<file path="src/fcr_defs.svh">
// register offsets, bit positions, reset values and timing for the flash control registers
`ifndef FCR_DEFS_SVH
`define FCR_DEFS_SVH

// byte addresses on the register bus
`define FCR_OFS_FIRST 12'h220
`define FCR_OFS_SECOND 12'h224

// first control register bit positions
`define FCR_B_READY 0
`define FCR_B_RME 1
`define FCR_B_OVR 2
`define FCR_B_HALT 3
`define FCR_B_BOOT 5
`define FCR_B_PERR 6

// second control register bit positions
`define FCR_B_MWE 1
`define FCR_B_UNIT 4
`define FCR_B_LOCK 6
`define FCR_B_DWAIT 7

// reset values
`define FCR_RST_FIRST 8'h01
`define FCR_RST_SECOND 8'h00

// flash settling time after leaving halt, and the clock rate
`define FCR_TPS_NS 15000
`define FCR_CLK_MHZ 20
// least time: round up to whole cycles
`define FCR_TPS_CYC ((`FCR_TPS_NS * `FCR_CLK_MHZ + 999) / 1000)

`endif

</file>
<file path="src/fcr_pkg.sv">
// types shared by the flash control register block
package fcr_pkg;

  // bus slave states, one-hot
  typedef enum logic [1:0] {
    FCR_BUS_IDLE = 2'b01,
    FCR_BUS_ACK = 2'b10
  } fcr_bus_st_t;

  // all state of the register block
  typedef struct packed {
    fcr_bus_st_t bus;
    logic [7:0] rdata;
    logic rme;
    logic ovr;
    logic halt;
    logic perr;
    logic mwe;
    logic unit;
    logic lock;
    logic dwait;
    logic boot5;
    logic arm_rme;
    logic arm_ovr;
    logic arm_unit;
    logic [2:0] strap_sync;
    logic [1:0] strap_cnt;
    logic strap_done;
    logic halt_prev;
  } fcr_state_t;

  // state of the settling timer
  typedef struct packed {
    logic [15:0] cnt;
    logic busy;
  } fcr_wake_state_t;

endpackage : fcr_pkg

</file>
<file path="src/fcr_wake_if.sv">
// carrier between the register block and its settling timer
interface fcr_wake_if;
  logic start;
  logic busy;

  modport ctl (output start, input busy);
  modport tmr (input start, output busy);
endinterface : fcr_wake_if

</file>
<file path="src/fcr_wake.sv">
// settling timer that keeps the flash busy after leaving halt
`include "fcr_defs.svh"
module fcr_wake #(
  parameter int unsigned WAKE_CYCLES = `FCR_TPS_CYC
) (
  input wire logic clk_i,
  input wire logic nrst_i,
  fcr_wake_if.tmr wk
);
  import fcr_pkg::*;

  fcr_wake_state_t s_q;
  fcr_wake_state_t s_d;

  // reload on every start so a repeated wake restarts the full wait
  always_comb begin
    s_d = s_q;
    if (wk.start) begin
      s_d.cnt = 16'(WAKE_CYCLES);
      s_d.busy = 1'b1;
    end else if (s_q.busy) begin
      if (s_q.cnt <= 16'h0001) begin
        s_d.busy = 1'b0;
        s_d.cnt = 16'h0000;
      end else begin
        s_d.cnt = s_q.cnt - 16'h0001;
      end
    end
  end

  always_ff @(posedge clk_i or negedge nrst_i) begin
    if (!nrst_i) begin
      s_q <= '0;
    end else begin
      s_q <= s_d;
    end
  end

  assign wk.busy = s_q.busy;

  // helper: cycles spent busy since the last start
  logic [15:0] seen_q;
  always_ff @(posedge clk_i or negedge nrst_i) begin
    if (!nrst_i) begin
      seen_q <= 16'h0000;
    end else if (wk.start) begin
      seen_q <= 16'h0000;
    end else if (s_q.busy) begin
      seen_q <= seen_q + 16'h0001;
    end
  end

  wake_start_a: assert property (@(posedge clk_i) disable iff (!nrst_i)
    wk.start |=> wk.busy)
    else $error("settling wait did not start");

  wake_length_a: assert property (@(posedge clk_i) disable iff (!nrst_i)
    $fell(wk.busy) |-> (seen_q == 16'(WAKE_CYCLES)))
    else $error("settling wait has the wrong length");

endmodule : fcr_wake

</file>
<file path="src/fcr_top.sv">
// flash rewrite control and status registers on an Avalon-MM slave
// Function
// ready flag reads 0 while any flash command executes, else 1.
// ready flag also 0 while halted and during the settling wait after halt.
// flash commands accepted only while rewrite mode enable is 1.
// rewrite mode enable sets only by a 0 write then a 1 write.
// software changes rewrite mode enable only with NMI masked or pin high.
// external-execution mode: write enable from outside flash, read array first.
// lock override ignores lock bits; erase in this state unlocks the block.
// lock override works and changes only in rewrite mode; set needs 0-then-1.
// software leaves lock override alone during program, erase or suspend.
// halt resets flash control, minimises current, blocks array access.
// halt acts only in rewrite mode; otherwise bit sets with no effect. The code still drops ready and runs the settling wait.
// software waits the settling time after clearing halt, and between set-clear.
// software sets halt from outside flash when busy sticks after an error.
// no halt in slow or low-current read; no low-current read while halted.
// program error flag holds the result, cleared only by clear status.
// software issues no program or erase commands while program error is 1.
// mode register write enable is read-write; changed with NMI masked.
// rewrite unit select picks word (0) or byte (1) programming.
// unit select sets to 1 only by 0-then-1 while rewrite mode enabled.
// lock state flag holds the read lock status result, 0 locked.
// data wait 0 adds one read wait on data flash; 1 follows global wait.
// first register resets to 01, bit 5 set too in user boot mode.
// writes to read-only bits and unpaired protected sets change nothing.
`include "fcr_defs.svh"
module fcr_top #(
  parameter int unsigned WAKE_CYCLES = `FCR_TPS_CYC
) (
  input wire logic clk_i,
  input wire logic nrst_i,
  input wire logic [11:0] avs_address_i,
  input wire logic avs_read_i,
  input wire logic avs_write_i,
  input wire logic [31:0] avs_writedata_i,
  input wire logic [3:0] avs_byteenable_i,
  output logic [31:0] avs_readdata_o,
  output logic avs_waitrequest_o,
  input wire logic boot_mode_i,
  input wire logic cmd_busy_i,
  input wire logic cmd_req_i,
  output logic cmd_accept_o,
  input wire logic prog_done_i,
  input wire logic prog_err_i,
  input wire logic clear_status_i,
  input wire logic lock_read_done_i,
  input wire logic lock_read_val_i,
  input wire logic global_wait_select_i,
  output logic flash_ready_flag_o,
  output logic lock_protect_override_o,
  output logic flash_halt_o,
  output logic array_access_en_o,
  output logic mode_reg_write_enable_o,
  output logic rewrite_unit_select_o,
  output logic data_read_wait_o
);
  import fcr_pkg::*;

  fcr_state_t s_q;
  fcr_state_t s_d;
  fcr_wake_if wk ();

  logic req;
  logic hit_first;
  logic hit_second;
  logic commit_wr;
  logic [7:0] wd;
  logic ready;

  // build the first register's read value from current state
  function automatic logic [7:0] first_view(input fcr_state_t s, input logic rdy);
    logic [7:0] v;
    v = 8'h00;
    v[`FCR_B_READY] = rdy;
    v[`FCR_B_RME] = s.rme;
    v[`FCR_B_OVR] = s.ovr;
    v[`FCR_B_HALT] = s.halt;
    v[`FCR_B_BOOT] = s.boot5;
    v[`FCR_B_PERR] = s.perr;
    return v;
  endfunction : first_view

  // build the second register's read value; reserved bits read zero
  function automatic logic [7:0] second_view(input fcr_state_t s);
    logic [7:0] v;
    v = 8'h00;
    v[`FCR_B_MWE] = s.mwe;
    v[`FCR_B_UNIT] = s.unit;
    v[`FCR_B_LOCK] = s.lock;
    v[`FCR_B_DWAIT] = s.dwait;
    return v;
  endfunction : second_view

  // bus decode; a write only lands through byte lane 0
  assign req = avs_read_i | avs_write_i;
  assign hit_first = (avs_address_i == `FCR_OFS_FIRST);
  assign hit_second = (avs_address_i == `FCR_OFS_SECOND);
  assign commit_wr = (s_q.bus == FCR_BUS_ACK) & avs_write_i & avs_byteenable_i[0];
  assign wd = avs_writedata_i[7:0];

  // busy while a command runs, while halted or while the flash settles
  assign ready = ~(cmd_busy_i | s_q.halt | wk.busy);

  // next-state logic for bus, registers, flags and strap capture
  always_comb begin
    s_d = s_q;
    s_d.halt_prev = s_q.halt;

    // one wait cycle, then answer; read data caught on entry to ack
    case (s_q.bus)
      FCR_BUS_IDLE: begin
        if (req) begin
          s_d.bus = FCR_BUS_ACK;
          if (avs_read_i && hit_first) begin
            s_d.rdata = first_view(s_q, ready);
          end else if (avs_read_i && hit_second) begin
            s_d.rdata = second_view(s_q);
          end else begin
            s_d.rdata = 8'h00;
          end
        end
      end
      FCR_BUS_ACK: begin
        s_d.bus = FCR_BUS_IDLE;
      end
      default: begin
        s_d.bus = FCR_BUS_IDLE;
      end
    endcase

    // first register: protected enable needs a 0 write followed by a 1 write
    if (commit_wr && hit_first) begin
      if (!wd[`FCR_B_RME]) begin
        s_d.rme = 1'b0;
        s_d.arm_rme = 1'b1;
      end else begin
        s_d.rme = s_q.rme | s_q.arm_rme;
        s_d.arm_rme = 1'b0;
      end
      // override only changes while rewrite mode is on
      if (s_q.rme) begin
        if (!wd[`FCR_B_OVR]) begin
          s_d.ovr = 1'b0;
          s_d.arm_ovr = 1'b1;
        end else begin
          s_d.ovr = s_q.ovr | s_q.arm_ovr;
          s_d.arm_ovr = 1'b0;
        end
      end else begin
        s_d.arm_ovr = 1'b0;
      end
      // halt bit is stored whatever the mode; its flash and array effect is gated below, its hold on ready is not
      s_d.halt = wd[`FCR_B_HALT];
    end

    // second register: write enable and data wait are plain, unit select protected
    if (commit_wr && hit_second) begin
      s_d.mwe = wd[`FCR_B_MWE];
      s_d.dwait = wd[`FCR_B_DWAIT];
      if (s_q.rme) begin
        if (!wd[`FCR_B_UNIT]) begin
          s_d.unit = 1'b0;
          s_d.arm_unit = 1'b1;
        end else begin
          s_d.unit = s_q.unit | s_q.arm_unit;
          s_d.arm_unit = 1'b0;
        end
      end else begin
        s_d.arm_unit = 1'b0;
      end
    end

    // program error: set wins over clear; a good program never lowers it
    if (prog_done_i && prog_err_i) begin
      s_d.perr = 1'b1;
    end else if (clear_status_i) begin
      s_d.perr = 1'b0;
    end

    // lock state takes each read lock status result
    if (lock_read_done_i) begin
      s_d.lock = lock_read_val_i;
    end

    // boot strap: three stages, taken once the last two agree
    s_d.strap_sync = {s_q.strap_sync[1:0], boot_mode_i};
    if (!s_q.strap_done) begin
      if (s_q.strap_cnt != 2'h3) begin
        s_d.strap_cnt = s_q.strap_cnt + 2'h1;
      end else if (s_q.strap_sync[2] == s_q.strap_sync[1]) begin
        s_d.boot5 = s_q.strap_sync[2];
        s_d.strap_done = 1'b1;
      end
    end
  end

  // reset: first register 01, bus idle, everything else cleared
  always_ff @(posedge clk_i or negedge nrst_i) begin
    if (!nrst_i) begin
      s_q <= '0;
      s_q.bus <= FCR_BUS_IDLE;
    end else begin
      s_q <= s_d;
    end
  end

  // settling wait starts with the write that clears halt, so ready shows no gap
  assign wk.start = s_q.halt & ~s_d.halt;

  fcr_wake #(
    .WAKE_CYCLES(WAKE_CYCLES)
  ) u_wake (
    .clk_i(clk_i),
    .nrst_i(nrst_i),
    .wk(wk)
  );

  // bus answers; waitrequest stays high until the ack cycle
  assign avs_waitrequest_o = req & (s_q.bus != FCR_BUS_ACK);
  assign avs_readdata_o = {24'h000000, s_q.rdata};

  // halt only bites in rewrite mode; then the array is cut off
  assign flash_halt_o = s_q.halt & s_q.rme;
  assign array_access_en_o = ~(s_q.halt & s_q.rme);

  // commands pass only in rewrite mode and while the flash runs
  assign cmd_accept_o = cmd_req_i & s_q.rme & ~flash_halt_o;

  // override has no effect outside rewrite mode; the sequencer skips lock checks
  assign lock_protect_override_o = s_q.ovr & s_q.rme;
  assign flash_ready_flag_o = ready;
  assign mode_reg_write_enable_o = s_q.mwe;
  assign rewrite_unit_select_o = s_q.unit;

  // data flash reads: one wait by default, else the global choice; writes unaffected
  assign data_read_wait_o = s_q.dwait ? global_wait_select_i : 1'b1;

  // helper: was the last first-register write a zero in the enable bit
  logic last_rme_zero_q;
  always_ff @(posedge clk_i or negedge nrst_i) begin
    if (!nrst_i) begin
      last_rme_zero_q <= 1'b0;
    end else if (commit_wr && hit_first) begin
      last_rme_zero_q <= ~wd[`FCR_B_RME];
    end
  end

  ready_busy_a: assert property (@(posedge clk_i) disable iff (!nrst_i)
    cmd_busy_i |-> !flash_ready_flag_o)
    else $error("ready shown while a command runs");

  ready_halt_a: assert property (@(posedge clk_i) disable iff (!nrst_i)
    $fell(s_q.halt) |-> !flash_ready_flag_o [*3])
    else $error("ready shown during the settling wait");

  cmd_gate_a: assert property (@(posedge clk_i) disable iff (!nrst_i)
    cmd_accept_o |-> (s_q.rme && cmd_req_i))
    else $error("command accepted outside rewrite mode");

  rme_pair_a: assert property (@(posedge clk_i) disable iff (!nrst_i)
    $rose(s_q.rme) |-> $past(last_rme_zero_q))
    else $error("rewrite mode set without a zero write first");

  ovr_mode_a: assert property (@(posedge clk_i) disable iff (!nrst_i)
    !$stable(s_q.ovr) |-> $past(s_q.rme))
    else $error("lock override changed outside rewrite mode");

  halt_gate_a: assert property (@(posedge clk_i) disable iff (!nrst_i)
    (s_q.halt && !s_q.rme) |-> (array_access_en_o && !flash_halt_o))
    else $error("halt acted outside rewrite mode");

  perr_hold_a: assert property (@(posedge clk_i) disable iff (!nrst_i)
    (s_q.perr && !clear_status_i) |=> s_q.perr)
    else $error("program error flag lost without a clear");

  perr_set_a: assert property (@(posedge clk_i) disable iff (!nrst_i)
    (prog_done_i && prog_err_i) |=> s_q.perr)
    else $error("program error not recorded");

  unit_mode_a: assert property (@(posedge clk_i) disable iff (!nrst_i)
    $rose(s_q.unit) |-> $past(s_q.rme) && $past(s_q.arm_unit))
    else $error("unit select set without pair in rewrite mode");

  bus_answer_a: assert property (@(posedge clk_i) disable iff (!nrst_i)
    (req && s_q.bus == FCR_BUS_IDLE) |=> !avs_waitrequest_o)
    else $error("bus answer late");

  // bits follow their own write, pulse or strap and hold still otherwise; also the settling wait, data wait and bus return
  halt_wake_a: assert property (@(posedge clk_i) disable iff (!nrst_i)
    (s_q.halt_prev && !s_q.halt) |-> wk.busy)
    else $error("settling wait missing after halt cleared");

  rme_stay_a: assert property (@(posedge clk_i) disable iff (!nrst_i)
    !(commit_wr && hit_first) |=> $stable(s_q.rme))
    else $error("rewrite mode moved without a write");

  ovr_stay_a: assert property (@(posedge clk_i) disable iff (!nrst_i)
    !(commit_wr && hit_first) |=> $stable(s_q.ovr))
    else $error("lock override moved without a write");

  unit_stay_a: assert property (@(posedge clk_i) disable iff (!nrst_i)
    !(commit_wr && hit_second) |=> $stable(s_q.unit))
    else $error("unit select moved without a write");

  halt_write_a: assert property (@(posedge clk_i) disable iff (!nrst_i)
    (commit_wr && hit_first) |=> (s_q.halt == $past(wd[`FCR_B_HALT])))
    else $error("halt bit not stored");

  lock_take_a: assert property (@(posedge clk_i) disable iff (!nrst_i)
    lock_read_done_i |=> (s_q.lock == $past(lock_read_val_i)))
    else $error("lock status result not taken");

  lock_hold_a: assert property (@(posedge clk_i) disable iff (!nrst_i)
    !lock_read_done_i |=> $stable(s_q.lock))
    else $error("lock state moved without a result");

  perr_clear_a: assert property (@(posedge clk_i) disable iff (!nrst_i)
    (clear_status_i && !(prog_done_i && prog_err_i)) |=> !s_q.perr)
    else $error("program error not cleared");

  ovr_pair_a: assert property (@(posedge clk_i) disable iff (!nrst_i)
    $rose(s_q.ovr) |-> $past(s_q.arm_ovr))
    else $error("lock override set without a zero write first");

  dwait_sel_a: assert property (@(posedge clk_i) disable iff (!nrst_i)
    !s_q.dwait |-> data_read_wait_o)
    else $error("data flash read wait missing");

  mwe_write_a: assert property (@(posedge clk_i) disable iff (!nrst_i)
    (commit_wr && hit_second) |=> (s_q.mwe == $past(wd[`FCR_B_MWE])))
    else $error("mode register write enable not stored");

  strap_once_a: assert property (@(posedge clk_i) disable iff (!nrst_i)
    s_q.strap_done |=> $stable(s_q.boot5))
    else $error("boot strap bit moved after capture");

  bus_return_a: assert property (@(posedge clk_i) disable iff (!nrst_i)
    (s_q.bus == FCR_BUS_ACK) |=> (s_q.bus == FCR_BUS_IDLE))
    else $error("bus stuck in answer state");

endmodule : fcr_top

</file>
<file path="config.mk">
export PLATFORM = sky130hd
export DESIGN_NAME = fcr_top
export DESIGN_NICKNAME = d
export VERILOG_FILES = /design/src/fcr_pkg.sv /design/src/fcr_wake_if.sv /design/src/fcr_wake.sv /design/src/fcr_top.sv
export VERILOG_INCLUDE_DIRS = /design/src
export SDC_FILE = /design/constraint.sdc
export NUM_CORES = 1
export LEC_CHECK = 0
export ABC_AREA = 1
export ABC_CLOCK_PERIOD_IN_PS = 2600
export BUFFER_PORTS_ARGS = -buffer_cell sky130_fd_sc_hd__buf_2
export CAP_MARGIN = 20
export CORE_MARGIN = 5
export CORE_UTILIZATION = 53
export DETAILED_ROUTE_END_ITERATION = 7
export PLACE_DENSITY = 0.93
export SYNTH_ARGS = -nofsm -noshare
export SYNTH_HDL_FRONTEND = slang
export SYNTH_SLANG_ARGS = --single-unit
</file>
<file path="constraint.sdc">
create_clock -name clk_i -period 2.6 [get_ports clk_i]
set_input_delay 0.39 -clock clk_i [delete_from_list [all_inputs] [get_ports clk_i]]
set_output_delay 0.39 -clock clk_i [all_outputs]
set_load 0.01 [all_outputs]
</file>
==> run metrics <==
Top FF cell, synth dfrtp_1; CP Launch Type flip-flop; Setup Viol. Count Final 0; period utilization 65.1%; Yosys top cell area share 42.5%; core area around 4700 sq um; status finished, final reports clean; synth warn 0; MaxCap Viol Count 0; fin crit period 1.69 ns; Yosys reg bits 45; Non-Filler Instances around 450; WP data required between 2 and 2.5 ns; Mapped Cells 334; CP max FO 11; die height 79.9 um; CTS tree done; unrepaired setup endpoints after global routing false; post-DP HPWL between 4 and 5 mm; Yosys cell types 30; synth-to-layout area growth 11.2%; Post-CTS Setup Inserts 0; Post-synth EDFFs 0; total gr overflow 0; Synth area leader dfrtp_1; placed cells 436; # diodes 0; fmax 0.591 GHz; clock skew between 0.004 and 0.005 ns; I/O Buffers 47; register area share after synthesis 43.5%; vias in the first global route 2123; worst min-delay path category input port to flip-flop; initial antenna violation count 0; clk slew on worst S/H paths roughly 0.080 ns; # resized after CTS 0; Via-to-Cell Ratio 5.01; clk buf depth 2; H-tree Lvls 2; VDD IR-drop max 0.245 mV; Total Power 0.00144 W; DR DRC count 0; asr flop ratio synth 100%; Final Wtd Congestion approximately 0.9; I/O pin count 102; CTS Buf Count 5; clock sinks 45; Post-Syn Area per Cell 7.76 sq um; WHS 0.196 ns; first-pass GRT wire length 9.14 mm; Setup TNS Final 0 ns; top cells by area, synth dfrtp_1 42%, nand2_1 13%, buf_4 9.6%, nor2_1 6.5%, nand3_1 5.0%; Post-Syn Area around 2600 sq um; Setup CP Type flip-flop to output pin; post-route ant nets 0; commonest non-fill, non-tap cell in the layout nand2_1; Iteration-0 DRC Markers a little over 300; gr usage total roughly 18%; Initial Util 54.9%; PwrDens ~500 nW/um^2; Placed Area 2730 sq um; Crit. End Element output pin; worst skew pair latency 0.30 ns; routed via count 2233; iteration count of the initial detailed-routing pass 5; final wirelength 5.43 mm; Max Transition Viols Final 0; final non-filler cell area 2880 sq um; share of post-route cells with drive strength above 1 around a fifth; static leakage 1.56 nW; die area approximately 6400 sq um; CP arrival 1.30 ns; largest net degree at the start of global routing 46; nets 442; Die X 79.9 um; wire per inst 12.2 um; Root Driver clkbuf_8; most frequent cells in the layout 92 x nand2_1, 47 x buf_2, 45 x nor2_1; FP Rows 25; Fin. Hold Viols 0
## sequential cells by signal, summed over array words and instances, names as in the netlist
| name | flops |
|---|---|
| u_wake.wk.busy | 1 |
| rewrite_unit_select_o | 1 |
| avs_readdata_o | 8 |
| u_wake.s_q | 16 |
| mode_reg_write_enable_o | 1 |
| s_d | 3 |
| s_q | 15 |
## power breakdown
group / internal [W] / leakage, nW / switching, W / total (W)
clock network: 0.000313 / 0.0585 / 0.000229 / 0.000542
logic: 0.0000471 / 0.947 / 0.000110 / 0.000157
registers: 0.000725 / 0.550 / 0.0000161 / 0.000741
total: 0.00109 / 1.56 / 0.000355 / 0.00144
## layer usage
metal  track usage [%]  up-vias  part of all wire [%]
li1                  -     1077                     -
met1              20.8     1041                    39
met2              32.5       95                    52
met3              3.27       20                   6.4
met4              7.94        0                   2.7
met5                 0        -                     0
## worst max-delay path, cell delays in order (launching register included)
cell and delay, ns:
dfrtp_1 0.57, nand2_1 0.15, inv_1 0.11, nor2_1 0.04, buf_2 0.13
## cell usage after synthesis, types with 2 or more instances
| library cell | count |
|---|---|
| a21oi_1 | 2 |
| xor2_1 | 6 |
| nand3_1 | 26 |
| nand2_2 | 2 |
| dfrtp_1 | 44 |
| nand4_1 | 6 |
| buf_4 | 33 |
| o211ai_1 | 3 |
| nor3_1 | 5 |
| nor2_2 | 4 |
| ha_1 | 3 |
| nor2_1 | 45 |
| o21ai_0 | 9 |
| inv_2 | 2 |
| inv_1 | 33 |
| mux2_2 | 2 |
| xnor2_1 | 4 |
| nand2_1 | 92 |
| nor2_4 | 2 |
## final timing paths
check                      slack, ns  depth (start not counted)          start                      end
setup / recovery                0.91                          4        s_q[18]             cmd_accept_o
hold reg to reg                 0.36                          0         s_d[5]                   s_d[6]
hold / removal                  0.20                          1    boot_mode_i                   s_d[5]
setup reg to reg                0.94                         11  u_wake.s_q[1]           u_wake.s_q[16]
max in group asynchronous       1.64                          3         nrst_i                  s_q[27]
min in group asynchronous       0.47                          2         nrst_i  mode_reg_write_enable_o
## area by class of cell
type,count,area (sq um)
clock buffers,7,86.3
clock inverters,1,30.0
fillers,378,1840
inverters,36,135
multi-input cells,241,1150
flip-flops and latches,45,1130
well taps,67,83.8
repair buffers,49,265
## stage by stage
step           worst slack [ns]  util, %
6_report                  0.908     61.0
5_1_grt                   0.770     61.0
4_1_cts                   0.922     60.3
3_5_place_dp              0.867     57.9
3_3_place_gp              0.943     57.9
2_1_floorplan              1.17        -
## repair_timing
action	4_1_cts	5_1_grt
hold buffers	0	1
endpoints found under the hold margin	0	2
endpoints found under the setup margin	0	0
## cell families (layout without fill, tap and decap cells)
kind of cell | Yosys count | after routing | share of synthesized area (%)
AOI/OAI and AO/OA | 15 | 15 | 3.28
xor gates and xnor gates | 10 | 10 | 3.38
adders and majority gates | 3 | 3 | 1.45
buffers and inverters | 71 | 93 | 15.4
DFF | 45 | 45 | 43.5
muxes | 2 | 2 | 0.869
other | 1 | 24 | 0.145
and+or+nand+nor | 187 | 187 | 32.0
No activity file was read; power rests on OpenSTA's default activity.
